==> config.mk <==
export PLATFORM = sky130hd
export DESIGN_NAME = fpgp_top
export DESIGN_NICKNAME = d
export VERILOG_FILES = /design/src/fpgp_pkg.sv /design/src/fpgp_sync_if.sv /design/src/fpgp_insync.sv /design/src/fpgp_top.sv
export SDC_FILE = /design/constraint.sdc
export NUM_CORES = 1
export LEC_CHECK = 0
export ABC_AREA = 1
export BUFFER_PORTS_ARGS = -buffer_cell sky130_fd_sc_hd__buf_2
export CAP_MARGIN = 30
export CORE_MARGIN = 5
export CORE_UTILIZATION = 35
export CTS_CLUSTER_DIAMETER = 200
export DETAILED_ROUTE_END_ITERATION = 7
export GPL_ROUTABILITY_DRIVEN = 0
export SLEW_MARGIN = 20
export SYNTH_ARGS = -nofsm -noshare
export SYNTH_HDL_FRONTEND = slang
export SYNTH_SLANG_ARGS = --single-unit
==> constraint.sdc <==
create_clock -name CLK_SYS_I -period 2.1 [get_ports CLK_SYS_I]
set_input_delay 0.42 -clock CLK_SYS_I [delete_from_list [all_inputs] [get_ports CLK_SYS_I]]
set_output_delay 0.42 -clock CLK_SYS_I [all_outputs]
set_load 0.02 [all_outputs]
==> src/fpgp_pkg.sv <==
// constants and register map of the four pin gpio port
package fpgp_pkg;
  localparam int NPIN = 4;
  localparam int ADDR_W = 10;
  localparam int DATA_W = 32;
  // register indexes; byte address is four times the index
  localparam logic [7:0] LVL_IDX = 8'h65;
  localparam logic [7:0] DIR_IDX = 8'h66;
  localparam logic [7:0] INP_IDX = 8'h67;
  localparam logic [1:0] WORD_OFS = 2'h0;
  // field positions inside the byte
  localparam int HI_LSB = 4;
  localparam int LO_LSB = 0;
  localparam int BYTE_W = 8;
  localparam int BE_LANE0 = 0;
  // reset values
  localparam logic [NPIN-1:0] PIN_RST = 4'h0;
  localparam logic [NPIN-1:0] INP_RSVD = 4'h0;
  localparam logic [DATA_W-1:0] RDATA_RST = 32'h0000_0000;
  localparam logic WAIT_RST = 1'b1;
endpackage

==> src/fpgp_sync_if.sv <==
// carrier for the synchronised pin levels
`timescale 1ns/1ps
`default_nettype none
interface fpgp_sync_if;
  logic [3:0] level;
  modport src (output level);
  modport dst (input level);
endinterface
`default_nettype wire

==> src/fpgp_insync.sv <==
// three flop pin synchroniser with agreement filter
`timescale 1ns/1ps
`default_nettype none
module fpgp_insync
  import fpgp_pkg::*;
(
  input wire logic clk_i,
  input wire logic srst_i,
  input wire logic [NPIN-1:0] pin_i,
  fpgp_sync_if.src sync
);
  logic [NPIN-1:0] s1;
  logic [NPIN-1:0] s2;
  logic [NPIN-1:0] s3;
  logic [NPIN-1:0] stable;
  logic [NPIN-1:0] next_stable;

  // s1 feeds only s2; a level counts once s2 and s3 agree
  always_comb begin
    next_stable = stable;
    for (int i = 0; i < NPIN; i++) begin
      if (s2[i] == s3[i]) begin
        next_stable[i] = s3[i];
      end
    end
  end

  always_ff @(posedge clk_i) begin
    if (srst_i) begin
      s1 <= PIN_RST;
      s2 <= PIN_RST;
      s3 <= PIN_RST;
      stable <= PIN_RST;
    end else begin
      s1 <= pin_i;
      s2 <= s1;
      s3 <= s2;
      stable <= next_stable;
    end
  end

  assign sync.level = stable;
endmodule
`default_nettype wire

==> src/fpgp_top.sv <==
// four pin gpio port with avalon-mm register slave
`timescale 1ns/1ps
`default_nettype none
// Operation
// both high and low requested for a pin: pin drives low
// a pin set as input is never driven, whatever its level bits
// one written to level bits 7..4 requests high on pins 3..0
// one written to level bits 3..0 requests low on pins 3..0
// one written to direction bits 7..4 makes pins 3..0 outputs
// one written to direction bits 3..0 makes pins 3..0 inputs
// output and input both requested for a pin: pin is input
// after reset all pins are inputs, level and direction read zero
// input register bits 7..4 return present pin levels 3..0
// input register bits 3..0 always read zero
// direction and level hold until an opposing one-write or reset
module fpgp_top
  import fpgp_pkg::*;
(
  input wire logic CLK_SYS_I,
  input wire logic SRST_I,
  input wire logic [ADDR_W-1:0] AVS_ADDRESS_I,
  input wire logic AVS_READ_I,
  input wire logic AVS_WRITE_I,
  input wire logic [DATA_W-1:0] AVS_WRITEDATA_I,
  input wire logic [3:0] AVS_BYTEENABLE_I,
  output logic [DATA_W-1:0] AVS_READDATA_O,
  output logic AVS_WAITREQUEST_O,
  input wire logic [NPIN-1:0] GENERAL_PIN_IN_I,
  output logic [NPIN-1:0] GENERAL_PIN_OUT_O,
  output logic [NPIN-1:0] GENERAL_PIN_OE_O
);

  //////////////////////////////////////////////////////////////////////////
  // types, state and helpers

  typedef enum logic {ST_IDLE, ST_ACK} fpgp_bus_t;

  fpgp_bus_t state;
  fpgp_bus_t next_state;
  logic waitreq;
  logic next_waitreq;
  logic [DATA_W-1:0] rdata;
  logic [DATA_W-1:0] next_rdata;
  logic [NPIN-1:0] hi_req;
  logic [NPIN-1:0] lo_req;
  logic [NPIN-1:0] oe_req;
  logic [NPIN-1:0] ie_req;
  logic [NPIN-1:0] next_hi;
  logic [NPIN-1:0] next_lo;
  logic [NPIN-1:0] next_oe;
  logic [NPIN-1:0] next_ie;
  logic [NPIN-1:0] pin_out;
  logic [NPIN-1:0] pin_oe;
  logic [NPIN-1:0] next_pin_out;
  logic [NPIN-1:0] next_pin_oe;
  logic [BYTE_W-1:0] wbyte;
  logic [NPIN-1:0] wr_hi;
  logic [NPIN-1:0] wr_lo;
  logic wr_take;
  logic wr_lvl;
  logic wr_dir;
  logic rd_inp;
  // pin to filtered level: agreeing samples sit three and four edges back
  localparam int SYNC_NEAR = 3;
  localparam int SYNC_FAR = 4;

  fpgp_sync_if sync_bus ();

  fpgp_insync u_insync (
    .clk_i (CLK_SYS_I),
    .srst_i (SRST_I),
    .pin_i (GENERAL_PIN_IN_I),
    .sync (sync_bus.src)
  );

  // word aligned match of a register index
  function automatic logic reg_hit(input logic [ADDR_W-1:0] addr,
                                   input logic [7:0] idx);
    reg_hit = (addr[ADDR_W-1:2] == idx) && (addr[1:0] == WORD_OFS);
  endfunction

  //////////////////////////////////////////////////////////////////////////
  // bus slave: one wait cycle, write lands on the acknowledging edge

  assign wbyte = AVS_WRITEDATA_I[BYTE_W-1:0];
  assign wr_hi = wbyte[HI_LSB +: NPIN];
  assign wr_lo = wbyte[LO_LSB +: NPIN];
  assign wr_take = (state == ST_ACK) && AVS_WRITE_I &&
                   AVS_BYTEENABLE_I[BE_LANE0];
  assign wr_lvl = wr_take && reg_hit(AVS_ADDRESS_I, LVL_IDX);
  assign wr_dir = wr_take && reg_hit(AVS_ADDRESS_I, DIR_IDX);
  assign rd_inp = (state == ST_IDLE) && AVS_READ_I &&
                  reg_hit(AVS_ADDRESS_I, INP_IDX);

  always_comb begin
    next_state = state;
    next_waitreq = WAIT_RST;
    next_rdata = rdata;
    case (state)
      ST_IDLE: begin
        if (AVS_READ_I || AVS_WRITE_I) begin
          next_state = ST_ACK;
          next_waitreq = 1'b0;
          // unmapped reads answer zero, unmapped writes are dropped
          next_rdata = RDATA_RST;
          if (AVS_READ_I) begin
            if (reg_hit(AVS_ADDRESS_I, LVL_IDX)) begin
              next_rdata[BYTE_W-1:0] = {hi_req, lo_req};
            end else if (reg_hit(AVS_ADDRESS_I, DIR_IDX)) begin
              next_rdata[BYTE_W-1:0] = {oe_req, ie_req};
            end else if (reg_hit(AVS_ADDRESS_I, INP_IDX)) begin
              next_rdata[BYTE_W-1:0] = {sync_bus.level, INP_RSVD};
            end
          end
        end
      end
      ST_ACK: begin
        next_state = ST_IDLE;
        next_waitreq = WAIT_RST;
      end
      default: begin
        next_state = ST_IDLE;
        next_waitreq = WAIT_RST;
      end
    endcase
  end

  always_ff @(posedge CLK_SYS_I) begin
    if (SRST_I) begin
      state <= ST_IDLE;
      waitreq <= WAIT_RST;
      rdata <= RDATA_RST;
    end else begin
      state <= next_state;
      waitreq <= next_waitreq;
      rdata <= next_rdata;
    end
  end

  assign AVS_READDATA_O = rdata;
  assign AVS_WAITREQUEST_O = waitreq;

  //////////////////////////////////////////////////////////////////////////
  // pin state: set and clear halves, the opposing one-write clears

  always_comb begin
    next_hi = hi_req;
    next_lo = lo_req;
    next_oe = oe_req;
    next_ie = ie_req;
    if (wr_lvl) begin
      next_hi = (hi_req & ~wr_lo) | wr_hi;
      next_lo = (lo_req & ~wr_hi) | wr_lo;
    end
    if (wr_dir) begin
      next_oe = (oe_req & ~wr_lo) | wr_hi;
      next_ie = (ie_req & ~wr_hi) | wr_lo;
    end
    // pins follow the new state on the same edge as the write
    next_pin_oe = next_oe & ~next_ie;
    next_pin_out = next_hi & ~next_lo & next_pin_oe;
  end

  always_ff @(posedge CLK_SYS_I) begin
    if (SRST_I) begin
      hi_req <= PIN_RST;
      lo_req <= PIN_RST;
      oe_req <= PIN_RST;
      ie_req <= PIN_RST;
      pin_out <= PIN_RST;
      pin_oe <= PIN_RST;
    end else begin
      hi_req <= next_hi;
      lo_req <= next_lo;
      oe_req <= next_oe;
      ie_req <= next_ie;
      pin_out <= next_pin_out;
      pin_oe <= next_pin_oe;
    end
  end

  // undriven pins still show low on the out lines, so no glitch on enable
  assign GENERAL_PIN_OUT_O = pin_out;
  assign GENERAL_PIN_OE_O = pin_oe;
endmodule
`default_nettype wire

==> results of run 1 <==
[sequential cells by signal (all words and copies together), names as in the netlist]
register,flops
ie_req,4
hi_req,4
AVS_WAITREQUEST_O,1
GENERAL_PIN_OE_O,4
u_insync.sync.level,4
oe_req,4
AVS_READDATA_O,8
u_insync.s3,4
GENERAL_PIN_OUT_O,4
u_insync.s1,4
u_insync.s2,4
state,1
lo_req,4
[worst paths after layout]
kind                          endpoint                 from  depth (start not counted)  slack, ps
setup / recovery  GENERAL_PIN_OUT_O[3]     AVS_ADDRESS_I[6]                          8        670
hold / removal          u_insync.s1[3]  GENERAL_PIN_IN_I[3]                          3        300
setup reg to reg  GENERAL_PIN_OUT_O[3]                state                          9        750
hold reg to reg         u_insync.s2[3]       u_insync.s1[3]                          2        400
[stage by stage]
step | utilization, % | total power, mW | hold slack (ps) | instance area (sq um) | worst slack (ps)
detailed placement | 38.3 | 1.16 | 393 | 2730 | 337
finish | 40.0 | 1.86 | 303 | 2850 | 673
global placement | 38.3 | 1.16 | 389 | 2730 | 341
CTS | 40.0 | 1.89 | 289 | 2850 | 664
floorplan | - | 1.14 | 388 | 2600 | 720
global route | 40.0 | 1.95 | 303 | 2850 | 527
[synth_stat cells]
master    instances
conb_1            1
nand4_2           2
nand3b_1          4
clkbuf_8          1
nand3_2           5
nor2_2            7
nor2_4            4
o21ai_0          12
o21ai_1           5
clkbuf_1          4
a21oi_1          12
nand2_4           2
a21o_1            4
nand4_1          10
nor2_1           32
buf_12            1
nand3_1          16
dfxtp_1          50
a21oi_2           4
clkinv_1          2
buf_4            25
inv_2             7
o21ai_2           4
nand2_1          62
nand3_4           1
inv_1            52
nor2_8            1
nand2_2           5
buf_2             2
buf_6             1
[power breakdown]
| part | internal [mW] | leakage (nW) | total (mW) | switching (mW) |
|---|---|---|---|---|
| Combinational | 0.0480 | 0.939 | 0.173 | 0.125 |
| Sequential | 0.960 | 0.405 | 0.964 | 0.00456 |
| Clock | 0.392 | 0.0618 | 0.725 | 0.333 |
| Total | 1.40 | 1.41 | 1.86 | 0.463 |
[kinds of logic after synthesis]
logic type | Yosys count | share of synthesized area, %
other | 1 | 0.149
AOI/OAI and AO/OA | 41 | 9.74
buffers and inverters | 95 | 19.3
DFF | 50 | 39.8
and+or+nand+nor | 151 | 31.0
[worst max-delay path: cells and delay by family]
kind / cells / cell delay, ps
buf+inv: 1 / 100
compound gates: 1 / 240
simple gates: 6 / 920
[final cells by class]
| type | count | area [sq um] |
|---|---|---|
| flip-flops and latches | 50 | 1000 |
| fillers | 785 | 4290 |
| clock inverters | 2 | 38.8 |
| repair buffers | 49 | 260 |
| multi-input cells | 216 | 1120 |
| well taps | 99 | 124 |
| inverters | 61 | 229 |
| clock buffers | 6 | 82.6 |
[per-layer routing]
metal | part of all wire (%) | up-vias
met5 | 0 | -
met4 | 2.6 | 0
met3 | 7.5 | 14
met1 | 43 | 909
met2 | 47 | 65
li1 | - | 1085
==> flow_metrics.tcl, run 1 <==
set metrics [dict create \
    status "complete, no violations" \
    top_usage_layer "met2" \
    rows 31 \
    path_max_fanout 12 \
    grt_pass1_wl_mm 9.10 \
    final_nets 437 \
    path_clk_slew_ps 90 \
    wire_per_inst_microns 10.9 \
    cts_buffers 5 \
    crit_top_cell "nor2_2" \
    hold_buffers 0 \
    clock_skew_ps 6.84 \
    final_common_cell "nand2_1" \
    dp_hpwl_mm 3.91 \
    finalMaxSlewViolations 0 \
    tritoncts "built" \
    clk_latency_ps 310 \
    core-area_sq_um 7140 \
    cts-htree-levels 2 \
    end_kind "flip-flop" \
    powerDensity_nw_per_um2 653 \
    grt_max_degree 34 \
    vias_per_cell 4.29 \
    fmax_ghz 0.701 \
    ioPinCount 95 \
    ys_seq_elements 50 \
    syn_inst 338 \
    finalHoldViolCount 0 \
    grt_usage_pct 12.6 \
    cts_num_sinks 50 \
    cp-start-kind "primary input" \
    period_share_pct 67.9 \
    globalRouteMet2Util_pct 21.6 \
    vias 2073 \
    ant_nets 0 \
    critical_path.slowest_cell "nand3_2" \
    final_layout_size_suffix_gt1_share_pct 25.8 \
    drcViolationCount 0 \
    cap_violations 0 \
    seq_area_frac_synth_pct 39.8 \
    required_ps 2350 \
    routed_wirelength_mm 5.28 \
    die_h_microns 94.8 \
    port_buffers 43 \
    fp.dieW_microns 94.8 \
    initial_core_util_pct 35.3 \
    met1_usage_pct 14.9 \
    hold_path.class "in2reg" \
    drtIter0Drc 113 \
    gr-usage-met3_pct 3.27 \
    ys_warn_count 0 \
    layout_min_cycle_time_ps 1430 \
    dp_cells 475 \
    num_antenna_cells 0 \
    dieArea_sq_um 8990 \
    area_growth_pct 13.3 \
    first_pass_iters 4 \
    path_cells "buf_2 > nor2_2 > nand2_4 > nor2_4 > nand3_2 > o21ai_2 > nand2_1 > nor2_2" \
    clock_path_buffers 2 \
    setup_viol 0 \
    arrival_ps 1680 \
    ys_top_cells_by_area "dfxtp_1 (40%), nand2_1 (9.2%), inv_1 (7.8%)" \
    rsz0062_at_grt "no" \
    max_stage_delay_ps 300 \
    layout_common_cells "nand2_1 (62), inv_1 (52), dfxtp_1 (50)" \
    ys_types 30 \
    grt_pass1_vias 2108 \
    tns_ps 0 \
    critPathKind "in2reg" \
    synth.top_cell.area_share_pct 39.8 \
    cts_setup_buffers 0 \
    syn_avg_cell_area_sq_um 7.45 \
    cts_root_buf "clkbuf_8" \
    yosysTopAreaCell "dfxtp_1" \
    cellLeakagePower_nw 1.41 \
    post_cts_resize_count 0 \
    finalNonFillerCells 483 \
    antenna_found_initial 0 \
    ir_worst_vdd_mv 0.331 \
    overflow 0 \
    syn_area_sq_um 2520 \
]
Note: power is estimated with default switching activity, not from simulation.
==> inputs of run 2 (changes only) <==
--- a/config.mk
+++ b/config.mk
@@ -5,7 +5,7 @@
 export SDC_FILE = /design/constraint.sdc
 export NUM_CORES = 1
 export LEC_CHECK = 0
-export ABC_AREA = 1
+export ABC_AREA = 0
 export BUFFER_PORTS_ARGS = -buffer_cell sky130_fd_sc_hd__buf_2
 export CAP_MARGIN = 30
 export CORE_MARGIN = 5
==> constraint.sdc (replaced) <==
create_clock -name CLK_SYS_I -period 1.17 [get_ports CLK_SYS_I]
set_input_delay 0.234 -clock CLK_SYS_I [delete_from_list [all_inputs] [get_ports CLK_SYS_I]]
set_output_delay 0.234 -clock CLK_SYS_I [all_outputs]
set_load 0.02 [all_outputs]
==> run 2 against run 1 <==
  * First-iteration DRC count down 35%
  * Wire length is 11% higher
  * Die area fell by 9.5%
  * Design area is 8.3% higher
  * Clock power up 49%
  * Register-to-register slack got worse by 990 ps
  * Global-route usage up 1.7 points
  * Hold slack got worse by 170 ps
  * Core utilization up 9.0 points
  * Total power grew 71%
  * Critical path depth down 2
  * The flow now finishes with violations (setup timing)
  * Highest routed layer unchanged
==> flow_metrics.tcl, run 2 <==
set metrics [dict create \
    ant_nets 0 \
    ir_worst_vdd_mv 0.719 \
    highest_layer "met4" \
    clk_latency_ps 310 \
    clock_skew_ps 9.84 \
    first_pass_iters 4 \
    finalNonFillerCells 390 \
    cp-start-kind "primary input" \
    initial_core_util_pct 35.7 \
    wire_per_inst_microns 15.0 \
    critPathKind "in2reg" \
    r2r_end "oe_req[3]" \
    max_stage_delay_ps 600 \
    final_nets 366 \
    cts_num_sinks 50 \
    grt_max_degree 27 \
    die_h_microns 90.2 \
    r2r_slack_ps -240 \
    arrival_ps 1780 \
    synthAdderAreaFrac_pct 0 \
    drtIter0Drc 74 \
    core-area_sq_um 6310 \
    grt_pass1_wl_mm 9.40 \
    ys_top_cells_by_area "dfxtp_1 (44%), buf_4 (8.7%), nor2b_1 (5.3%)" \
    final.fill_count 608 \
    vias_per_cell 4.90 \
    tritoncts "built" \
    synth_top_family_by_area "compound AO/OA/AOI/OAI gates" \
    dp_cells 374 \
    synth_flop_cell "dfxtp_1" \
    rsz0062_at_grt "yes" \
    status "finished with violations" \
    rows 29 \
    overflow 0 \
    setup_viol 32 \
    cap_violations 0 \
    tns_ps -8690 \
    syn_area_sq_um 2250 \
    path_cells "buf_6 > or4b_4 > buf_6 > nor4b_4 > and2b_2 > a22o_1" \
    final_common_cell "dfxtp_1" \
    dpl-instance-area_sq_um 2660 \
    grt_pass1_vias 1891 \
    cts_buffers 5 \
    fin_ws_ps -361 \
    cts-htree-levels 2 \
    synth.top_cell.area_share_pct 44.4 \
    drcViolationCount 0 \
    crit_top_cell "buf_6" \
    syn_inst 234 \
    final_layout_size_suffix_gt1_share_pct 45.4 \
    ys_types 33 \
    syn_avg_cell_area_sq_um 9.62 \
    synth-edff-count 0 \
    period_share_pct 131 \
    end_kind "flip-flop" \
    crit_end "AVS_READDATA_O[7]" \
    dp_hpwl_mm 4.03 \
    synth_top_cells_by_count "dfxtp_1 (50), buf_4 (26), a21oi_1 (20)" \
    failed_checks "setup timing" \
    final_area_sq_um 3090 \
    ys_warn_count 0 \
    wl_met1_mm 2.48 \
    ioPinCount 95 \
    synthMuxAreaShare_pct 2.00 \
    dieArea_sq_um 8140 \
    synth_most_common_cell "dfxtp_1" \
    wl_met3_microns 360 \
    area_growth_pct 37.1 \
    finalMaxSlewViolations 0 \
    grt_usage_pct 14.3 \
    antenna_found_initial 0 \
    routed_wirelength_mm 5.86 \
    wl_met2_mm 2.92 \
    synth_compound_area_share_pct 21.1 \
    fmax_ghz 0.653 \
    ys_async_sr_fraction_pct 0 \
    synthSimpleGateAreaFrac_pct 20.4 \
    layout_common_cells "dfxtp_1 (50), buf_2 (41), buf_4 (28)" \
    power_mw 3.18 \
    fp.dieW_microns 90.2 \
    ys_seq_elements 50 \
    hold_ws_ps 133 \
    clock_path_buffers 2 \
    port_buffers 43 \
    finalHoldViolCount 0 \
    required_ps 1420 \
    regToRegStartpoint "state" \
    cts_root_buf "clkbuf_8" \
    seq_area_frac_synth_pct 44.4 \
    cellLeakagePower_nw 1.35 \
    critical_path.slowest_cell "or4b_4" \
    largest_reg_flops 8 \
    pre_cts_ws_ps -709 \
    path_max_fanout 6 \
    vias 1912 \
    path_clk_slew_ps 90 \
    layout_min_cycle_time_ps 1530 \
    synthXorXnorAreaFrac_pct 0 \
    powerDensity_nw_per_um2 1030 \
    r2r_cells 6 \
    hold_path.class "in2reg" \
    final_util_pct 48.9 \
    yosysTopAreaCell "dfxtp_1" \
    num_antenna_cells 0 \
    crit_path_start "AVS_ADDRESS_I[0]" \
]
run 2: changes by cell type after synthesis, sizes merged, moves of 5 or more:
cell | previous run | this run
a22o | 0 | 12
nor4 | 0 | 6
o21ai | 21 | 16
o21bai | 0 | 5
nand4 | 12 | 2
nor2b | 0 | 19
nand2b | 0 | 9
nor2 | 44 | 4
nand3 | 22 | 1
nand2 | 69 | 16
inv | 59 | 9
run 2: worst max-delay path, delay by kind of cell:
family | cells | cell delay (ps)
and+or+nand+nor | 3 | 1150
buffers and inverters | 2 | 250
AOI/OAI and AO/OA | 1 | 140
run 2: worst min path at each step:
stage	cells past startpoint	slack, ps	endpoint	start
2_1_floorplan	1	320	GENERAL_PIN_OUT_O[2]	AVS_WRITEDATA_I[2]
3_3_place_gp	1	420	u_insync.s2[3]	u_insync.s1[3]
4_1_cts	2	120	u_insync.s1[1]	GENERAL_PIN_IN_I[1]
3_5_place_dp	1	430	u_insync.s2[1]	u_insync.s1[1]
5_1_grt	2	120	u_insync.s1[1]	GENERAL_PIN_IN_I[1]
6_report	2	130	u_insync.s1[3]	GENERAL_PIN_IN_I[3]
run 2: logic make-up (layout without fill, tap and decap cells):
logic type	Yosys count	count (layout)
and+or+nand+nor	70	70
AOI/OAI and AO/OA	66	66
DFF	50	50
buffers and inverters	43	99
muxes	4	4
other	1	24
run 2: final cells by class:
cell class                      count  area [sq um]  share of cell area [%]
Sequential cell                    50          1000                    32.4
Timing Repair Buffer               82           579                    18.8
Clock buffer                        6          82.6                    2.67
Clock inverter                      2          16.3                   0.527
Inverter                            9          33.8                    1.09
Tap cell                           77          96.3                    3.12
Multi-Input combinational cell    164          1280                    41.4
run 2: where the power goes:
group	total, mW	switching (mW)	internal, mW	leakage (nW)
Sequential	1.73	0.00734	1.72	0.405
Clock	1.08	0.597	0.488	0.0478
Combinational	0.367	0.232	0.135	0.900
run 2: what timing repair did:
| item | 4_1_cts | 5_1_grt |
|---|---|---|
| gates resized for setup | 34 | 30 |
| pin swaps | 13 | 21 |
| setup buffers | 8 | 0 |
| hold buffers | 0 | 0 |
| endpoints found under the setup margin | 32 | 32 |
run 2: metal layers:
layer,track usage (%),vias up
li1,-,939
met5,0,-
met1,17.4,904
met2,24.0,59
met3,3.76,10
met4,5.46,0
==> inputs of run 3 (changes only) <==
==> constraint.sdc (replaced) <==
create_clock -name CLK_SYS_I -period 1.3 [get_ports CLK_SYS_I]
set_input_delay 0.26 -clock CLK_SYS_I [delete_from_list [all_inputs] [get_ports CLK_SYS_I]]
set_output_delay 0.26 -clock CLK_SYS_I [all_outputs]
set_load 0.02 [all_outputs]
==> run 3 against run 2 <==
  * The run still ends with setup timing left
  * Total power shrank 11%
  * Sequential power down 9.8%
  * Wire length is 2.4% lower
==> flow_metrics.tcl, run 3 (synthesis results as in run 2) <==
set metrics [dict create \
    status "finished with violations" \
    failed_checks "setup timing" \
    ioPinCount 95 \
    drtIter0Drc 94 \
    ant_nets 0 \
    finalHoldViolCount 0 \
    die_h_microns 90.2 \
    final_nets 361 \
    area_growth_pct 34.6 \
    ir_worst_vdd_mv 0.429 \
    final_layout_size_suffix_gt1_share_pct 43.8 \
    required_ps 1530 \
    clock_path_buffers 2 \
    routed_wirelength_mm 5.72 \
    crit_path_start "AVS_ADDRESS_I[6]" \
    core-area_sq_um 6310 \
    wire_per_inst_microns 14.9 \
    fp.dieW_microns 90.2 \
    cts-htree-levels 2 \
    first_pass_iters 4 \
    critPathKind "in2reg" \
    grt_pass1_wl_mm 8.87 \
    finalMaxSlewViolations 0 \
    powerDensity_nw_per_um2 931 \
    r2r_slack_ps -120 \
    layout_min_cycle_time_ps 1530 \
    worstHoldStart "GENERAL_PIN_IN_I[3]" \
    clock_skew_ps 7.33 \
    dp_hpwl_mm 4.02 \
    drcViolationCount 0 \
    clk_latency_ps 310 \
    final_util_pct 48.0 \
    end_kind "flip-flop" \
    maxSlewHeadroom_pct 60.6 \
    dieArea_sq_um 8140 \
    cts_num_sinks 50 \
    power_mw 2.82 \
    largest_reg_flops 8 \
    tritoncts "built" \
    regArea_sq_um 1000 \
    hold_path.class "in2reg" \
    finalNonFillerCells 385 \
    regToRegStartpoint "state" \
    initial_core_util_pct 35.7 \
    r2r_cells 6 \
    cts_root_buf "clkbuf_8" \
    hold_buffers 0 \
    overflow 0 \
    dp_cells 371 \
    fin_ws_ps -229 \
    port_buffers 43 \
    pre_cts_ws_ps -585 \
    arrival_ps 1750 \
    vias_per_cell 4.80 \
    path_max_fanout 8 \
    grt_pass1_vias 1774 \
    tightest_slew_ps 590 \
    setup_viol 30 \
    fmax_ghz 0.654 \
    crit_end "GENERAL_PIN_OUT_O[2]" \
    final.fill_count 599 \
    path_clk_slew_ps 90 \
    cts_buffers 5 \
    cp-start-kind "primary input" \
    cellLeakagePower_nw 1.31 \
    num_antenna_cells 0 \
    vias 1847 \
    cap_violations 0 \
    multiInputGateArea_sq_um 1270 \
    final_common_cell "dfxtp_1" \
    rsz0062_at_grt "yes" \
    grt_usage_pct 13.4 \
    period_share_pct 118 \
    rows 29 \
    tns_ps -4980 \
    r2r_end "oe_req[2]" \
    layout_common_cells "dfxtp_1 (49), buf_2 (40), buf_4 (27)" \
    antenna_found_initial 0 \
    grt_max_degree 19 \
]
==> run 3: cell type report <==
class / instances / area share (%)
well taps: 77 / 3.18
flip-flops and latches: 50 / 33.1
inverters: 9 / 1.11
multi-input cells: 164 / 42.1
clock buffers: 6 / 2.73
clock inverters: 2 / 0.413
repair buffers: 77 / 17.4
==> run 3: where the power goes <==
part | internal, mW | switching, mW
Combinational | 0.111 | 0.202
Sequential | 1.55 | 0.00753
Clock | 0.428 | 0.520
==> run 3: per-stage QoR <==
stage                     hold slack, ps  instance area [sq um]
after floorplan                      349                   2350
after global placement               417                   2640
after detailed placement             424                   2640
after CTS                            143                   2890
after global routing                 144                   3030
final                                153                   3030
==> run 3: critical path, stage by stage <==
cell	delay [ps]
buf_6	90
or4bb_1	530
buf_8	180
nor4_4	250
buf_6	180
nand2_2	60
a221oi_2	210
==> run 3: worst min path at each step <==
stage / to / slack, ps / cells after the start
CTS: u_insync.s1[3] / 140 / 2
floorplan: GENERAL_PIN_OUT_O[2] / 350 / 1
global placement: u_insync.s2[0] / 420 / 1
finish: u_insync.s1[3] / 150 / 2
global route: u_insync.s1[2] / 140 / 2
detailed placement: u_insync.s2[3] / 420 / 1
==> run 3: timing repair <==
item,4_1_cts,5_1_grt
buffers inserted,5,2
endpoints found under the setup margin,32,32
hold endpoints to repair,0,0
cloned,0,0
pin swaps,17,26
gates resized for setup,24,33
==> run 3: per-layer routing <==
layer | routed length (microns) | track usage, % | vias to the layer above
li1 | - | - | 927
met1 | 2480 | 16.3 | 872
met2 | 2890 | 22.2 | 40
met3 | 271 | 3.84 | 8
met4 | 77 | 5.58 | 0
met5 | 0 | 0 | -
